===== src/design/rtcar_pkg.sv =====
// constants shared by the alarm, repeat and calibration-window block
package rtcar_pkg;

    localparam int          DATA_W          = 32;

    // register byte offsets
    localparam logic [7:0]  OFF_CLOCK_CAL   = 8'h00;
    localparam logic [7:0]  OFF_ALARM_CFG   = 8'h04;
    localparam logic [7:0]  OFF_ALARM_TIME  = 8'h08;
    localparam logic [7:0]  OFF_ALARM_DATE  = 8'h0c;
    localparam logic [7:0]  OFF_STATUS      = 8'h10;

    // alarm_config_repeat field positions
    localparam int          CFG_EN_BIT      = 15;
    localparam int          CFG_ENDLESS_REPEAT_FLAG_BIT   = 14;
    localparam int          CFG_MASK_HI     = 13;
    localparam int          CFG_MASK_LO     = 10;
    localparam int          CFG_RPT_HI      = 7;
    localparam int          CFG_RPT_LO      = 0;

    // status register field positions
    localparam int          ST_CAL_UNSAFE   = 0;
    localparam int          ST_CMP_UNSAFE   = 1;
    localparam int          ST_CFG_UNSAFE   = 2;
    localparam int          ST_NUM_FLAGS    = 3;
    localparam int          ST_ENABLE_BIT   = 8;
    localparam int          ST_PULSE_BIT    = 9;
    localparam int          ST_SYNC_BIT     = 10;
    localparam int          ST_TIMER_BIT    = 11;
    localparam int          ST_RPT_LO       = 16;

    // values after reset, and the value the repeat counter wraps to
    localparam logic [7:0]  RST_CAL         = 8'h00;
    localparam logic [7:0]  RST_RPT         = 8'h00;
    localparam logic [3:0]  RST_MASK        = 4'h0;
    localparam logic [7:0]  RST_DIGIT       = 8'h00;
    localparam logic [7:0]  RPT_WRAP        = 8'hff;

    // digit-mask codes: interval between alarms
    localparam logic [3:0]  MASK_HALF_SEC   = 4'h0;
    localparam logic [3:0]  MASK_SECOND     = 4'h1;
    localparam logic [3:0]  MASK_TEN_SEC    = 4'h2;
    localparam logic [3:0]  MASK_MINUTE     = 4'h3;
    localparam logic [3:0]  MASK_TEN_MIN    = 4'h4;
    localparam logic [3:0]  MASK_HOUR       = 4'h5;
    localparam logic [3:0]  MASK_DAY        = 4'h6;
    localparam logic [3:0]  MASK_WEEK       = 4'h7;
    localparam logic [3:0]  MASK_MONTH      = 4'h8;
    localparam logic [3:0]  MASK_YEAR       = 4'h9;

    // quarter-minute seconds counts (bcd) at which calibration is applied
    localparam logic [7:0]  SEC_Q0          = 8'h00;
    localparam logic [7:0]  SEC_Q1          = 8'h15;
    localparam logic [7:0]  SEC_Q2          = 8'h30;
    localparam logic [7:0]  SEC_Q3          = 8'h45;

    // axi responses
    localparam logic [1:0]  RESP_OKAY       = 2'h0;
    localparam logic [1:0]  RESP_SLVERR     = 2'h2;

endpackage


===== src/design/rtcar_top.sv =====
// alarm, repeat counter, alarm pulse and calibration auto-adjust with axi4-lite registers
//
// How it works
// software writes calibration outside quarter-minute seconds
// auto-adjust applied every 15 seconds
// alarm interval half second up to year
// alarm fires only while enable bit set
// software writes compare value while disabled
// four-bit mask picks digits that must match
// repeat counter zero, no endless_repeat_flag: single alarm
// counter FFh gives 255 further repetitions
// counter decrements after every alarm event
// counter at zero: last alarm, enable cleared
// endless_repeat_flag set: counter wraps zero to FFh
// interrupt request on every alarm event
// alarm pulse at half the alarm rate
// software changes times only while disabled
// software changes config while sync status low
// calibration times four added to timer
// pulse toggles per event, low after reset
// match checked once per digit update
//
// Added by the designer: the AXI4-Lite slave port and the placing of the registers.
`timescale 1ns/1ps
`default_nettype none
module rtcar_top
    import rtcar_pkg::*;
#(
    parameter int ADDR_W = 8
)(
    input  wire logic              clk,
    input  wire logic              resetn,
    input  wire logic              cen,
    input  wire logic              digitUpdate,
    input  wire logic              timerOn,
    input  wire logic              clockSyncStatus,
    input  wire logic              curHalfSec,
    input  wire logic [7:0]        curSeconds,
    input  wire logic [7:0]        curMinutes,
    input  wire logic [7:0]        curHours,
    input  wire logic [2:0]        curWeekday,
    input  wire logic [7:0]        curDay,
    input  wire logic [7:0]        curMonth,
    input  wire logic [ADDR_W-1:0] s_axi_awaddr,
    input  wire logic              s_axi_awvalid,
    output logic                   s_axi_awready,
    input  wire logic [DATA_W-1:0] s_axi_wdata,
    input  wire logic [3:0]        s_axi_wstrb,
    input  wire logic              s_axi_wvalid,
    output logic                   s_axi_wready,
    output logic [1:0]             s_axi_bresp,
    output logic                   s_axi_bvalid,
    input  wire logic              s_axi_bready,
    input  wire logic [ADDR_W-1:0] s_axi_araddr,
    input  wire logic              s_axi_arvalid,
    output logic                   s_axi_arready,
    output logic [DATA_W-1:0]      s_axi_rdata,
    output logic [1:0]             s_axi_rresp,
    output logic                   s_axi_rvalid,
    input  wire logic              s_axi_rready,
    output logic                   alarmIrq,
    output logic                   alarmPulse,
    output logic                   calAdjustValid,
    output logic [9:0]             calAdjustAmount
);
    typedef enum logic [2:0] {
        REG_CAL, REG_CFG, REG_TIME, REG_DATE, REG_STATUS, REG_NONE
    } rtcar_reg_e;

    // decode shared by the write and read paths
    function automatic rtcar_reg_e decodeReg(input logic [ADDR_W-1:0] addr);
        logic [7:0] word;
        word = {addr[ADDR_W-1:2], 2'b00};
        case (word)
            OFF_CLOCK_CAL:  decodeReg = REG_CAL;
            OFF_ALARM_CFG:  decodeReg = REG_CFG;
            OFF_ALARM_TIME: decodeReg = REG_TIME;
            OFF_ALARM_DATE: decodeReg = REG_DATE;
            OFF_STATUS:     decodeReg = REG_STATUS;
            default:        decodeReg = REG_NONE;
        endcase
    endfunction

    function automatic logic isQuarter(input logic [7:0] sec);
        isQuarter = (sec == SEC_Q0) || (sec == SEC_Q1) || (sec == SEC_Q2) || (sec == SEC_Q3);
    endfunction

    function automatic logic [DATA_W-1:0] mergeStrb(input logic [DATA_W-1:0] old,
                                                    input logic [DATA_W-1:0] data,
                                                    input logic [3:0]        strb);
        logic [DATA_W-1:0] res;
        res = old;
        for (int b = 0; b < 4; b++) begin
            if (strb[b]) begin
                res[8*b +: 8] = data[8*b +: 8];
            end
        end
        mergeStrb = res;
    endfunction

    logic                    awReady_r;
    logic                    awHeld_r;
    logic [ADDR_W-1:0]       awAddr_r;
    logic                    wReady_r;
    logic                    wHeld_r;
    logic [DATA_W-1:0]       wData_r;
    logic [3:0]              wStrb_r;
    logic                    bValid_r;
    logic [1:0]              bResp_r;
    logic                    arReady_r;
    logic                    rValid_r;
    logic [DATA_W-1:0]       rData_r;
    logic [1:0]              rResp_r;

    logic                    enable_r;
    logic                    endless_repeat_flag_r;
    logic [3:0]              mask_r;
    logic [7:0]              rpt_r;
    logic [7:0]              cal_r;
    logic [7:0]              almSec_r;
    logic [7:0]              almMin_r;
    logic [7:0]              almHour_r;
    logic [2:0]              almWday_r;
    logic [7:0]              almDay_r;
    logic [7:0]              almMonth_r;
    logic [ST_NUM_FLAGS-1:0] flags_r;
    logic                    alarmIrq_r;
    logic                    alarmPulse_r;
    logic                    calValid_r;
    logic [9:0]              calAmount_r;

    rtcar_reg_e              wrReg;
    rtcar_reg_e              rdReg;
    logic                    wrDo;
    logic [DATA_W-1:0]       wrOld;
    logic [DATA_W-1:0]       wrVal;
    logic                    wrCal;
    logic                    wrCfg;
    logic                    wrCmp;
    logic                    wrStatus;
    logic [DATA_W-1:0]       rdMux;
    logic [DATA_W-1:0]       cfgWord;
    logic [DATA_W-1:0]       statusWord;
    logic                    match;
    logic                    evFire;
    logic                    calFire;
    logic [ST_NUM_FLAGS-1:0] flagSet;
    logic [ST_NUM_FLAGS-1:0] flagClr;

    assign wrReg    = decodeReg(awAddr_r);
    assign rdReg    = decodeReg(s_axi_araddr);
    assign wrDo     = cen && awHeld_r && wHeld_r && !bValid_r;
    assign wrVal    = mergeStrb(wrOld, wData_r, wStrb_r);
    assign wrCal    = wrDo && (wrReg == REG_CAL);
    assign wrCfg    = wrDo && (wrReg == REG_CFG);
    assign wrCmp    = wrDo && ((wrReg == REG_TIME) || (wrReg == REG_DATE));
    assign wrStatus = wrDo && (wrReg == REG_STATUS);

    assign cfgWord    = {16'h0000, enable_r, endless_repeat_flag_r, mask_r, 2'b00, rpt_r};
    assign statusWord = {8'h00, rpt_r, 4'h0, timerOn, clockSyncStatus, alarmPulse_r, enable_r,
                         {(8 - ST_NUM_FLAGS){1'b0}}, flags_r};

    always_comb begin
        case (wrReg)
            REG_CAL:  wrOld = {24'h000000, cal_r};
            REG_CFG:  wrOld = cfgWord;
            REG_TIME: wrOld = {8'h00, almHour_r, almMin_r, almSec_r};
            REG_DATE: wrOld = {8'h00, almMonth_r, almDay_r, 5'h00, almWday_r};
            default:  wrOld = '0;
        endcase
    end

    always_comb begin
        case (rdReg)
            REG_CAL:    rdMux = {24'h000000, cal_r};
            REG_CFG:    rdMux = cfgWord;
            REG_TIME:   rdMux = {8'h00, almHour_r, almMin_r, almSec_r};
            REG_DATE:   rdMux = {8'h00, almMonth_r, almDay_r, 5'h00, almWday_r};
            REG_STATUS: rdMux = statusWord;
            default:    rdMux = '0;
        endcase
    end

    // write channel: address and data accepted in either order
    always_ff @(posedge clk) begin
        if (!resetn) begin
            awReady_r <= 1'b1;
            awHeld_r  <= 1'b0;
            awAddr_r  <= '0;
            wReady_r  <= 1'b1;
            wHeld_r   <= 1'b0;
            wData_r   <= '0;
            wStrb_r   <= 4'h0;
            bValid_r  <= 1'b0;
            bResp_r   <= RESP_OKAY;
        end else if (cen) begin
            if (s_axi_awvalid && awReady_r) begin
                awHeld_r  <= 1'b1;
                awAddr_r  <= s_axi_awaddr;
                awReady_r <= 1'b0;
            end
            if (s_axi_wvalid && wReady_r) begin
                wHeld_r  <= 1'b1;
                wData_r  <= s_axi_wdata;
                wStrb_r  <= s_axi_wstrb;
                wReady_r <= 1'b0;
            end
            if (wrDo) begin
                awHeld_r <= 1'b0;
                wHeld_r  <= 1'b0;
                bValid_r <= 1'b1;
                bResp_r  <= (wrReg == REG_NONE) ? RESP_SLVERR : RESP_OKAY;
            end
            if (bValid_r && s_axi_bready) begin
                bValid_r  <= 1'b0;
                awReady_r <= 1'b1;
                wReady_r  <= 1'b1;
            end
        end
    end

    // read channel: one read outstanding, data sampled at the address handshake
    always_ff @(posedge clk) begin
        if (!resetn) begin
            arReady_r <= 1'b1;
            rValid_r  <= 1'b0;
            rData_r   <= '0;
            rResp_r   <= RESP_OKAY;
        end else if (cen) begin
            if (s_axi_arvalid && arReady_r) begin
                arReady_r <= 1'b0;
                rValid_r  <= 1'b1;
                rData_r   <= rdMux;
                rResp_r   <= (rdReg == REG_NONE) ? RESP_SLVERR : RESP_OKAY;
            end else if (rValid_r && s_axi_rready) begin
                rValid_r  <= 1'b0;
                arReady_r <= 1'b1;
            end
        end
    end

    rtcar_match u_match (
        .mask       (mask_r),
        .curHalfSec (curHalfSec),
        .curSeconds (curSeconds),
        .curMinutes (curMinutes),
        .curHours   (curHours),
        .curWeekday (curWeekday),
        .curDay     (curDay),
        .curMonth   (curMonth),
        .almSeconds (almSec_r),
        .almMinutes (almMin_r),
        .almHours   (almHour_r),
        .almWeekday (almWday_r),
        .almDay     (almDay_r),
        .almMonth   (almMonth_r),
        .match      (match)
    );

    // one look per digit update, so a held match fires once
    assign evFire = cen && digitUpdate && enable_r && match;

    // alarm configuration and repeat counter; a software write wins over the event
    always_ff @(posedge clk) begin
        if (!resetn) begin
            enable_r <= 1'b0;
            endless_repeat_flag_r  <= 1'b0;
            mask_r   <= RST_MASK;
            rpt_r    <= RST_RPT;
        end else if (cen) begin
            if (wrCfg) begin
                enable_r <= wrVal[CFG_EN_BIT];
                endless_repeat_flag_r  <= wrVal[CFG_ENDLESS_REPEAT_FLAG_BIT];
                mask_r   <= wrVal[CFG_MASK_HI:CFG_MASK_LO];
                rpt_r    <= wrVal[CFG_RPT_HI:CFG_RPT_LO];
            end else if (evFire) begin
                if (rpt_r != RST_RPT) begin
                    rpt_r <= rpt_r - 8'h01;
                end else if (endless_repeat_flag_r) begin
                    rpt_r <= RPT_WRAP;
                end else begin
                    enable_r <= 1'b0;
                end
            end
        end
    end

    // alarm compare value and calibration value
    always_ff @(posedge clk) begin
        if (!resetn) begin
            cal_r      <= RST_CAL;
            almSec_r   <= RST_DIGIT;
            almMin_r   <= RST_DIGIT;
            almHour_r  <= RST_DIGIT;
            almWday_r  <= 3'h0;
            almDay_r   <= RST_DIGIT;
            almMonth_r <= RST_DIGIT;
        end else if (cen) begin
            if (wrCal) begin
                cal_r <= wrVal[7:0];
            end
            if (wrDo && (wrReg == REG_TIME)) begin
                almSec_r  <= wrVal[7:0];
                almMin_r  <= wrVal[15:8];
                almHour_r <= wrVal[23:16];
            end
            if (wrDo && (wrReg == REG_DATE)) begin
                almWday_r  <= wrVal[2:0];
                almDay_r   <= wrVal[15:8];
                almMonth_r <= wrVal[23:16];
            end
        end
    end

    // sticky misuse flags: writes that risk a wrong adjust or a false alarm
    assign flagSet[ST_CAL_UNSAFE] = wrCal && timerOn && isQuarter(curSeconds);
    assign flagSet[ST_CMP_UNSAFE] = wrCmp && enable_r;
    assign flagSet[ST_CFG_UNSAFE] = wrCfg && clockSyncStatus;
    assign flagClr = wrStatus ? wrVal[ST_NUM_FLAGS-1:0] : '0;

    generate
        for (genvar i = 0; i < ST_NUM_FLAGS; i++) begin : g_flag
            // set beats a write-one-to-clear in the same cycle
            always_ff @(posedge clk) begin
                if (!resetn) begin
                    flags_r[i] <= 1'b0;
                end else if (cen) begin
                    flags_r[i] <= flagSet[i] || (flags_r[i] && !flagClr[i]);
                end
            end
        end
    endgenerate

    // interrupt request and half-rate pulse
    always_ff @(posedge clk) begin
        if (!resetn) begin
            alarmIrq_r   <= 1'b0;
            alarmPulse_r <= 1'b0;
        end else if (cen) begin
            alarmIrq_r <= evFire;
            if (evFire) begin
                alarmPulse_r <= !alarmPulse_r;
            end
        end
    end

    // adjust request on each quarter-minute second while the timer runs
    assign calFire = cen && digitUpdate && timerOn && !curHalfSec && isQuarter(curSeconds);

    always_ff @(posedge clk) begin
        if (!resetn) begin
            calValid_r  <= 1'b0;
            calAmount_r <= 10'h000;
        end else if (cen) begin
            calValid_r <= calFire;
            if (calFire) begin
                calAmount_r <= {cal_r, 2'b00};
            end
        end
    end

    assign s_axi_awready   = awReady_r;
    assign s_axi_wready    = wReady_r;
    assign s_axi_bvalid    = bValid_r;
    assign s_axi_bresp     = bResp_r;
    assign s_axi_arready   = arReady_r;
    assign s_axi_rvalid    = rValid_r;
    assign s_axi_rdata     = rData_r;
    assign s_axi_rresp     = rResp_r;
    assign alarmIrq        = alarmIrq_r;
    assign alarmPulse      = alarmPulse_r;
    assign calAdjustValid  = calValid_r;
    assign calAdjustAmount = calAmount_r;
endmodule
`default_nettype wire


===== src/design/rtcar_match.sv =====
// masked comparison of alarm digits against clock digits
`timescale 1ns/1ps
`default_nettype none
module rtcar_match
    import rtcar_pkg::*;
(
    input  wire logic [3:0] mask,
    input  wire logic       curHalfSec,
    input  wire logic [7:0] curSeconds,
    input  wire logic [7:0] curMinutes,
    input  wire logic [7:0] curHours,
    input  wire logic [2:0] curWeekday,
    input  wire logic [7:0] curDay,
    input  wire logic [7:0] curMonth,
    input  wire logic [7:0] almSeconds,
    input  wire logic [7:0] almMinutes,
    input  wire logic [7:0] almHours,
    input  wire logic [2:0] almWeekday,
    input  wire logic [7:0] almDay,
    input  wire logic [7:0] almMonth,
    output logic            match
);
    logic eqSecU;
    logic eqSec;
    logic eqMinU;
    logic eqMin;
    logic eqHour;
    logic eqWday;
    logic eqDay;
    logic eqMonth;
    logic wholeSec;

    assign eqSecU   = curSeconds[3:0] == almSeconds[3:0];
    assign eqSec    = curSeconds == almSeconds;
    assign eqMinU   = curMinutes[3:0] == almMinutes[3:0];
    assign eqMin    = curMinutes == almMinutes;
    assign eqHour   = curHours == almHours;
    assign eqWday   = curWeekday == almWeekday;
    assign eqDay    = curDay == almDay;
    assign eqMonth  = curMonth == almMonth;
    // coarser intervals fire on the whole-second update only
    assign wholeSec = !curHalfSec;

    // each mask code selects the digits that must agree
    always_comb begin
        case (mask)
            MASK_HALF_SEC: match = 1'b1;
            MASK_SECOND:   match = wholeSec;
            MASK_TEN_SEC:  match = wholeSec && eqSecU;
            MASK_MINUTE:   match = wholeSec && eqSec;
            MASK_TEN_MIN:  match = wholeSec && eqSec && eqMinU;
            MASK_HOUR:     match = wholeSec && eqSec && eqMin;
            MASK_DAY:      match = wholeSec && eqSec && eqMin && eqHour;
            MASK_WEEK:     match = wholeSec && eqSec && eqMin && eqHour && eqWday;
            MASK_MONTH:    match = wholeSec && eqSec && eqMin && eqHour && eqDay;
            MASK_YEAR:     match = wholeSec && eqSec && eqMin && eqHour && eqDay && eqMonth;
            // reserved codes never match
            default:       match = 1'b0;
        endcase
    end
endmodule
`default_nettype wire


===== config.mk =====
export PLATFORM = sky130hd
export DESIGN_NAME = rtcar_top
export DESIGN_NICKNAME = d
export VERILOG_FILES = /design/src/design/rtcar_pkg.sv /design/src/design/rtcar_top.sv /design/src/design/rtcar_match.sv
export SDC_FILE = /design/constraint.sdc
export NUM_CORES = 1
export LEC_CHECK = 0
export ABC_AREA = 1
export BUFFER_PORTS_ARGS = -buffer_cell sky130_fd_sc_hd__buf_2
export CAP_MARGIN = 40
export CORE_MARGIN = 3
export CORE_UTILIZATION = 46
export CTS_CLUSTER_SIZE = 24
export DETAILED_ROUTE_END_ITERATION = 16
export GPL_TIMING_DRIVEN = 1
export PLACE_DENSITY = 0.69
export SLEW_MARGIN = 20
export SYNTH_ARGS = -nofsm -noshare
export SYNTH_HDL_FRONTEND = slang
export SYNTH_SLANG_ARGS = --single-unit

===== constraint.sdc =====
create_clock -name clk -period 2.3 [get_ports clk]
set_input_delay 0.115 -clock clk [delete_from_list [all_inputs] [get_ports clk]]
set_output_delay 0.115 -clock clk [all_outputs]
set_load 0.05 [all_outputs]

-- Yosys cells after proc, flatten, opt, wreduce, memory -nomap -nowiden
Cells that the tools add are included.
- flip-flop bits (word level): 157
- output and inout port bits: 54
- $add $sub $neg: 1
- equality and inequality tests: 40
- multiplexer cells: 33
- reductions and logical operators: 81
- operators by type and width (kind ; count):
    case mux 24 bit (5 select lines) ; 1
    case mux 24 bit (4 select lines) ; 1
    2-to-1 mux 8 bit ; 7
    equality test 8 bit ; 5
    logical AND 1 bit ; 35
    AND reduction 2 bit ; 16
    case mux 3 bit (5 select lines) ; 2
    equality test 6 x 2 -> 1 bit, second input constant ; 4
    2-to-1 mux 1 bit ; 18
    equality test 4 x 3 -> 1 bit, second input constant ; 4
    nonzero test 2 bit ; 7
    equality test 3 x 2 -> 1 bit, second input constant ; 4
    equality test 3 bit, second input constant ; 4
    equality test 6 x 1 -> 1 bit, second input constant ; 2
    equality test 6 x 3 -> 1 bit, second input constant ; 2
    zero test 6 bit ; 2
    case mux 1 bit (10 select lines) ; 1
    equality test 4 x 2 -> 1 bit, second input constant ; 2
    equality test 4 bit ; 2
    equality test 4 bit, second input constant ; 2
    equality test 8 x 5 -> 1 bit, second input constant ; 1
    equality test 8 x 6 -> 1 bit, second input constant ; 1
    equality test 8 x 7 -> 1 bit, second input constant ; 1
    zero test 8 bit ; 1
    16 further kinds ; 30

-- Depth between registers and ports, before layout
Gate-level depths: netlist (run 1).
- depth after elaboration: 10
- gate-level depth with buffers: 20
- gate-level depth less buffers: 19

-- Cells and area by module
Synthesis (run 1) repeated with hierarchy kept, for this count alone.
- cells, all modules: 1179
- area, all modules: 7792.5 µm²
- modules (own cells, without submodules) (module ; times used ; cells an instance ; area an instance (µm²)):
    rtcar_top ; 1 ; 1024 ; 7013.0
    rtcar_match ; 1 ; 155 ; 779.5

-- Worst setup path before layout (run 1)
Ideal clock, no wire load.
- path kind: reg-to-reg
- start point: register bValid_r (netlist: s_axi_bvalid)
- end point: register endless_repeat_flag_r
- library setup time: 0.115 ns
- data arrival time: 1.735 ns
- data required time: 2.185 ns
- setup slack: 0.449 ns
- cell stages (with the launch flop): 9
- period minus slack after synthesis: 1.851 ns
- cell sequence: dfxtp_1 nor4_4 inv_4 nor2_8 inv_2 buf_6 buf_6 o21ai_0 inv_1
- cells in the longest elaborated chain, start to end: 4
- RTL lines (item ; line ; RTL):
    start, declared ; rtcar_top.sv:108 ; logic bValid_r;
    start signal, assigned ; rtcar_top.sv:194 ; bValid_r <= 1'b0;
    start signal, assigned ; rtcar_top.sv:211 ; bValid_r <= 1'b1;
    start signal, assigned ; rtcar_top.sv:215 ; bValid_r <= 1'b0;
    zero test 1 bit ; rtcar_top.sv:152 ; assign wrDo = cen && awHeld_r && wHeld_r && !bValid_r;
    logical AND 1 bit ; rtcar_top.sv:152 ;
    logical AND 1 bit ; rtcar_top.sv:155 ; assign wrCfg = wrDo && (wrReg == REG_CFG);
    AND reduction 2 bit (no source line) ; - ;
    end signal, assigned ; rtcar_top.sv:273 ; endless_repeat_flag_r <= wrVal[CFG_ENDLESS_REPEAT_FLAG_BIT];
    end, declared ; rtcar_top.sv:116 ; logic endless_repeat_flag_r;
No other way between the ends.
A chain may end at the register's enable or synchronous reset.

-- Worst setup path in the final report (run 1)
- start point: register awAddr_r[4]
- end point: register rpt_r[5]
- cells in the longest elaborated chain, start to end: 6
- RTL lines (item ; line ; RTL):
    start, declared ; rtcar_top.sv:103 ; logic [ADDR_W-1:0] awAddr_r;
    start signal, assigned ; rtcar_top.sv:199 ; awAddr_r <= s_axi_awaddr;
    equality test 6 x 3 -> 1 bit, or another cell as far along ; rtcar_top.sv:74 ; case (word)
    case mux 3 bit (5 select lines) * ; rtcar_top.sv:74 ;
    equality test 3 x 2 -> 1 bit, or another cell as far along ; rtcar_top.sv:164 ; case (wrReg)
    case mux 24 bit (4 select lines) or logical AND 1 bit (tied branches) ; rtcar_top.sv:164, rtcar_top.sv:155 ;
    2-to-1 mux 8 bit, or another cell as far along ; rtcar_top.sv:94 ; if (strb[b]) begin
    2-to-1 mux 8 bit or AND reduction 3 bit (tied branches) ; - ;
    end signal, assigned ; rtcar_top.sv:275 ; rpt_r <= wrVal[CFG_RPT_HI:CFG_RPT_LO];
    end signal, assigned ; rtcar_top.sv:278 ; rpt_r <= rpt_r - 8'h01;
    end, declared ; rtcar_top.sv:118 ; logic [7:0] rpt_r;
Mark *: on every way between the ends. The rest lies on a longest branch, timed or not.

==> results of run 1 <==
-- state kept, by name (all words and copies together) (netlist names), 3 cells and up --
name / flops
almSec_r: 8
wData_r: 24
almMonth_r: 8
s_axi_rdata: 24
almMin_r: 8
awAddr_r: 6
wStrb_r: 3
rpt_r: 8
almWday_r: 3
almHour_r: 8
cal_r: 8
mask_r: 4
calAdjustAmount: 8
almDay_r: 8
flags_r: 3
-- per-layer routing --
layer	GRT usage, %	part of all wire (%)
met5	0	0
met4	7.51	1.9
met3	5.13	8.5
met2	37.3	42
met1	37.0	48
-- cells in the mapped netlist, types with 4 or more instances --
| master | count |
|---|---|
| o22ai_1 | 39 |
| a21oi_1 | 136 |
| nor3_1 | 7 |
| buf_6 | 5 |
| buf_1 | 7 |
| clkbuf_1 | 27 |
| buf_4 | 13 |
| nand2_1 | 154 |
| nand3_1 | 16 |
| xor2_1 | 12 |
| o2111ai_1 | 4 |
| dfxtp_1 | 145 |
| o21ai_0 | 140 |
| buf_2 | 7 |
| xnor2_1 | 25 |
| o21ai_1 | 18 |
| nand4_1 | 11 |
| inv_2 | 6 |
| or2_2 | 4 |
| nor2_1 | 75 |
| o221ai_1 | 10 |
| inv_1 | 178 |
| nor2_2 | 4 |
-- timing repair --
item                       in CTS  in global routing
hold buffers                   32                  0
gates resized for setup         0                  7
hold endpoints to repair       32                  0
setup endpoints to repair       0                 26
-- layout make-up --
type,count,share of cell area (%)
multi-input combinational,687,38.0
inverter,187,7.63
clock inverter,8,1.08
tap,211,2.85
timing repair buffer,198,13.5
clock buffer,24,5.53
sequential,145,31.3
-- critical path: stages, from the launching register on --
cell     delay [ns]
dfxtp_1        0.32
nor2_1         0.15
nand3_1        0.13
inv_1          0.16
nor2_4         0.08
inv_2          0.23
o22ai_1        0.16
o21ai_0        0.15
o21ai_0        0.22
o22ai_1        0.19
nand2_1        0.07
nand2_1        0.06
nor2_1         0.04
-- cell families after synthesis --
logic type                 after synthesis  synth area share (%)
AOI/OAI and AO/OA                      354                  25.6
xor gates and xnor gates                37                  4.38
DFF                                    145                  39.3
and+or+nand+nor                        282                  16.4
other                                    1                0.0507
buffers and inverters                  247                  13.9
adders and majority gates                2                 0.339
-- power by group through the flow --
| stage | logic [W] | clock network [W] | registers (W) |
|---|---|---|---|
| detailed placement | 0.000504 | 0 | 0.00264 |
| floorplan | 0.000305 | 0 | 0.00266 |
| global placement | 0.000500 | 0 | 0.00264 |
| CTS | 0.000547 | 0.00287 | 0.00258 |
| global route | 0.000615 | 0.00297 | 0.00259 |
| finish | 0.000563 | 0.00284 | 0.00259 |
-- stage by stage --
stage	hold slack (ns)	std cells
after floorplan	0.262	1079
final	0.0121	1460
after CTS	0.00362	1460
after detailed placement	0.393	1396
after global placement	0.384	1396
after global routing	0.0494	1460
-- how the worst max path moves through the flow --
| stage | to | cells past startpoint |
|---|---|---|
| 5_1_grt | almDay_r[5] | 10 |
| 3_5_place_dp | rpt_r[1] | 12 |
| 4_1_cts | rpt_r[1] | 12 |
| 2_1_floorplan | endless_repeat_flag_r | 8 |
| 3_3_place_gp | rpt_r[1] | 12 |
| 6_report | rpt_r[5] | 12 |
==> reports/results.ini, run 1 <==
[run_status]
status = finished, final reports clean

[setup_path]
required_ns = 2.62
arrival_ns = 2.39
worstSetupStartpointType = register
r2r_setup_slack_ns = 0.23
startpoint = awAddr_r[4]
reg2reg_from = awAddr_r[4]
crit_path_end_kind = register
crit_fanout = 10
r2r-end = rpt_r[5]
rr_worst_depth = 12
worstSetupPathType = reg2reg

[timing]
hold_violations = 0
period_needed_ns = 2.07
slew_violations = 0
max_slew_margin_pct = 50.2
max_freq_mhz = 482
period_share_pct = 90.2
clock_skew_ns = 0.00686
grt_setup_unrepaired = false
setup_tns_ns = 0
setup_viol = 0
worst_pin_slew_ns = 0.740
worst_slack_ns = 0.226

[detailed_routing]
drt-total-wl_um = 22700
drt_iter0_drc = 690
dr.pass1.iters = 5
vias_per_cell = 5.17
ant_nets = 0
dr_total_vias = 7541
drc = 0
routedWlPerCell_um = 15.5

[grt]
grt_max_degree = 50
antenna_found_initial = 0
grt_pass1_wl_um = 35500
grt_use_total_pct = 25.2
overflow = 0
grt_pass1_vias = 6837

[layout]
final_util_pct = 59.8
drive_above_1_share_pct = 18.3
nFillCells = 1480
synthToLayoutAreaGrowth_pct = 25.3
layout.nets = 1345
final_area_sq_um = 9260
ff_latch_area_sq_um = 2900
layout_common_cells = inv_1, nand2_1, dfxtp_1
diodes = 0
multiInputGateArea_sq_um = 3520
layout_commonest_cell = inv_1

[clocking]
cts_tree = done
cts.sinks = 145
clock_latency_ns = 0.43
cts_max_path_buffers = 2
htreeDepth = 4
clockRootBuffer = clkbuf_16
path_clk_slew_ns = 0.06
numCtsBuffers = 17
cts_setup_buffers = 0

[placement]
io_buffers = 135
place_area_sq_um = 8310
place_congestion = 0.955
place_ws_ns = 0.229
dp_hpwl_um = 16600

[synthesis]
synth_cells = 1068
async_flop_share_pct = 0
yosys_warnings = 0
synth.cell_area_sq_um = 7390
synth_edf_count = 0
synthFlopType = dfxtp_1
ys_seq_area_share_pct = 39.3
synth_top_cell_by_area = dfxtp_1
synth_area_leaders = dfxtp_1, o21ai_0, a21oi_1
syn_area_per_cell_sq_um = 6.92
synth_top_area_share_pct = 39.3
ys_types = 42
synth_seq_cells = 145

[floorplan]
num_rows = 45
dieWidth_um = 133
design.core.area_sq_um = 15500
fp.dieArea_sq_um = 17600
initial_core_util_pct = 47.7
io_pins = 161
die_h_um = 133

[pwr]
cellLeakagePower_nw = 4.08
power_frac_comb_pct = 9.4
swShare_pct = 24.4
seqPwrFrac_pct = 43.2
power.density_nw_per_um2 = 646
p_switching_w = 0.00146
clock_power_share_pct = 47.4
p_total_w = 0.00599
power.internal_w = 0.00453
ir_worst_vdd_mv = 0.515

[min_path]
min_from = s_axi_bready
hold_path.class = in2reg
hold_depth = 5
worstHoldEndpoint = s_axi_wready

[flow_run]
cap_viol_max_count = 0

Note: power is estimated with default switching activity, not from simulation.
==> run 2: changes to the inputs <==
Settings changed: ABC_AREA 1 to default, GPL_ROUTABILITY_DRIVEN from default to 0.
==> run 2 against run 1 <==
Compared with the run above: global-route usage down 0.72 points; worst hold slack better by 0.023 ns; maximum frequency down 4.8%; largest power group is now sequential cells.
==> reports/results.ini, run 2 <==
[clocking]
clockRootBuffer = clkbuf_16
cts_max_path_buffers = 2  ; unchanged
cts_setup_buffers = 0  ; unchanged
cts_tree = done
cts.sinks = 145  ; unchanged
clock_latency_ns = 0.43  ; about the same
numCtsBuffers = 17  ; unchanged
htreeDepth = 4  ; unchanged
path_clk_slew_ns = 0.06  ; about the same

[timing]
period_needed_ns = 2.18  ; +0.104 ns
clock_skew_ns = 0.0104  ; +0.00355 ns
hold_violations = 0  ; unchanged
max_freq_mhz = 459  ; -4.8%
slew_violations = 0  ; unchanged
max_slew_margin_pct = 54.6  ; +4.4 points
setup_viol = 0  ; unchanged
period_share_pct = 94.7  ; +4.5 points
setup_tns_ns = 0  ; unchanged
worst_pin_slew_ns = 0.681  ; -0.0585 ns

[layout]
layout_common_cells = nand2_1, dfxtp_1, buf_2
layout_commonest_cell = nand2_1
diodes = 0  ; unchanged
final-instance-count-excl-fill = 1235  ; -15%
final_util_pct = 58.6  ; -1.2 points
synthToLayoutAreaGrowth_pct = 24.4
multiInputGateArea_sq_um = 4260  ; +21%
ff_latch_area_sq_um = 2900  ; unchanged
layout.nets = 1115  ; -17%
drive_above_1_share_pct = 21.8  ; +3.5 points
final_area_sq_um = 9350  ; +0.92%
nFillCells = 1492  ; +0.81%

[detailed_routing]
ant_nets = 0  ; unchanged
drc = 0  ; unchanged
dr.pass1.iters = 5  ; unchanged
dr_total_vias = 6926  ; -8.2%
drt_iter0_drc = 615  ; -11%
drt-total-wl_um = 22100  ; -2.3%
vias_per_cell = 5.61  ; +8.6%
routedWlPerCell_um = 17.9  ; +16%

[setup_path]
worstSetupPathType = reg2reg
crit_slowest_cell = dfxtp_1
crit_path_end_kind = register
max_stage_delay_ns = 0.40  ; +0.08 ns
worstSetupStartpointType = register
crit_fanout = 7  ; -3
crit_chain = xnor2_1, nand4_1, nor4_2, a31oi_1, a21boi_1, o21ai_4, nand2_2, o311a_1
required_ns = 2.62  ; about the same
arrival_ns = 2.50  ; +0.11 ns

[pwr]
power.density_nw_per_um2 = 613  ; -5.1%
ir_worst_vdd_mv = 0.531  ; +3.1%
cellLeakagePower_nw = 4.53  ; +11%

[grt]
overflow = 0  ; unchanged
grt_pass1_wl_um = 34800  ; -1.8%
grt_use_total_pct = 24.5  ; -0.72 points
grt_max_degree = 70  ; +40%
antenna_found_initial = 0  ; unchanged
grt_pass1_vias = 6516  ; -4.7%

[synthesis]
synth-simple-area-share_pct = 18.6  ; +2.2 points
synth_edf_count = 0  ; unchanged
synthFlopType = dfxtp_1
async_flop_share_pct = 0  ; unchanged
synth_compound_area_share_pct = 23.7  ; -2.0 points
synth_fa_ha_area_share_pct = 0.333  ; -0.0055 points
ys_seq_area_share_pct = 38.6  ; -0.64 points
synth-xor-area-share_pct = 5.71  ; +1.3 points
synth_top_cell_by_area = dfxtp_1
ys_top_cells_by_count = nand2_1, dfxtp_1, o211a_1
muxShareOfSynthArea_pct = 7.56  ; +7.6 points
synth.cell_area_sq_um = 7510  ; +1.7%
synth_top_area_share_pct = 38.6  ; -0.64 points
synth_cells = 851  ; -20%
ys_types = 61  ; +45%
syn_area_per_cell_sq_um = 8.83  ; +28%
synth_area_leaders = dfxtp_1, o211a_1, nand2_1
yosys_warnings = 0  ; unchanged
synth_seq_cells = 145  ; unchanged
synth.most_common_cell = nand2_1
synth_top_family_by_area = compound AO/OA/AOI/OAI gates

[placement]
io_buffers = 135  ; unchanged
dp_cells = 1166  ; -16%
dp_hpwl_um = 15700  ; -5.0%
place_area_sq_um = 8430  ; +1.4%

[min_path]
hold_path.class = in2reg

[floorplan]
die_h_um = 134  ; +0.79%
initial_core_util_pct = 47.1  ; -0.61 points
fp.dieArea_sq_um = 17900  ; +1.6%
num_rows = 46  ; +2.2%
io_pins = 161  ; unchanged
dieWidth_um = 134  ; +0.79%
design.core.area_sq_um = 15900  ; +3.0%

[run_status]
status = finished, final reports clean

[flow_run]
cap_viol_max_count = 0  ; unchanged

-- run 2: cell count changes after synthesis, moves of 20 or more --
| cell | before | now |
|---|---|---|
| mux2i_1 | 0 | 41 |
| nor2_1 | 75 | 12 |
| a21oi_1 | 136 | 21 |
| clkbuf_1 | 27 | 47 |
| o211a_1 | 0 | 67 |
| a21boi_0 | 0 | 30 |
| nor2b_1 | 0 | 33 |
| o21ai_0 | 140 | 28 |
| inv_1 | 178 | 7 |
| o22ai_1 | 39 | 4 |
| a22oi_1 | 0 | 26 |
-- run 2: timing repair --
item,CTS,global route
hold endpoints to repair,37,0
setup endpoints to repair,0,6
hold buffers,37,0
resized for setup,0,3
-- run 2: path summary, 6_finish.rpt --
check	startpoint	endpoint	slack, ns	cells past startpoint
hold / removal	s_axi_bready	s_axi_bvalid	0.03	4
setup / recovery	almHour_r[3]	rpt_r[2]	0.12	8
hold reg to reg	awHeld_r	awHeld_r	0.46	2
setup reg to reg	almHour_r[3]	rpt_r[2]	0.12	8
-- run 2: worst max-delay path, delay by kind of cell, from the launching register on --
kind	cells	cell delay (ns)
DFF	1	0.40
xor gates and xnor gates	1	0.15
and+or+nand+nor	3	0.62
AOI/OAI and AO/OA	4	0.89
-- run 2: metrics by stage --
| stage | power, W | hold WS [ns] | worst slack, ns |
|---|---|---|---|
| 2_1_floorplan | 0.00301 | 0.260 | 0.383 |
| 3_3_place_gp | 0.00321 | 0.368 | 0.189 |
| 3_5_place_dp | 0.00322 | 0.372 | 0.157 |
| 4_1_cts | 0.00577 | 0.0290 | 0.0897 |
| 5_1_grt | 0.00593 | 0.0827 | -0.00372 |
| 6_report | 0.00573 | 0.0347 | 0.123 |
-- run 2: cells by family after synthesis --
logic type | after synthesis
compound gates | 222
xor+xnor | 49
fa+ha+maj | 2
buf+inv | 86
flops | 145
mux | 52
other cells | 1
simple gates | 294
-- run 2: cell type report --
type	instances	share of cell area, %
sequential	145	31.1
clock buffer	20	4.78
inverter	7	0.281
timing repair buffer	204	14.5
multi-input combinational	631	45.6
tap	216	2.89
clock inverter	12	0.950
-- run 2: where the power goes --
group          switching, W  leakage, nW  internal, W
Sequential        0.0000439         1.17      0.00256
Clock               0.00111        0.252      0.00140
Combinational      0.000368         3.10     0.000240
-- run 2: metal layers --
| layer | vias up | part of all wire [%] | global-route usage [%] |
|---|---|---|---|
| met5 | - | 0 | 0 |
| met3 | 46 | 7.2 | 5.74 |
| li1 | 3342 | - | - |
| met2 | 275 | 46 | 38.7 |
| met4 | 0 | 3.4 | 9.77 |
| met1 | 3263 | 43 | 32.5 |
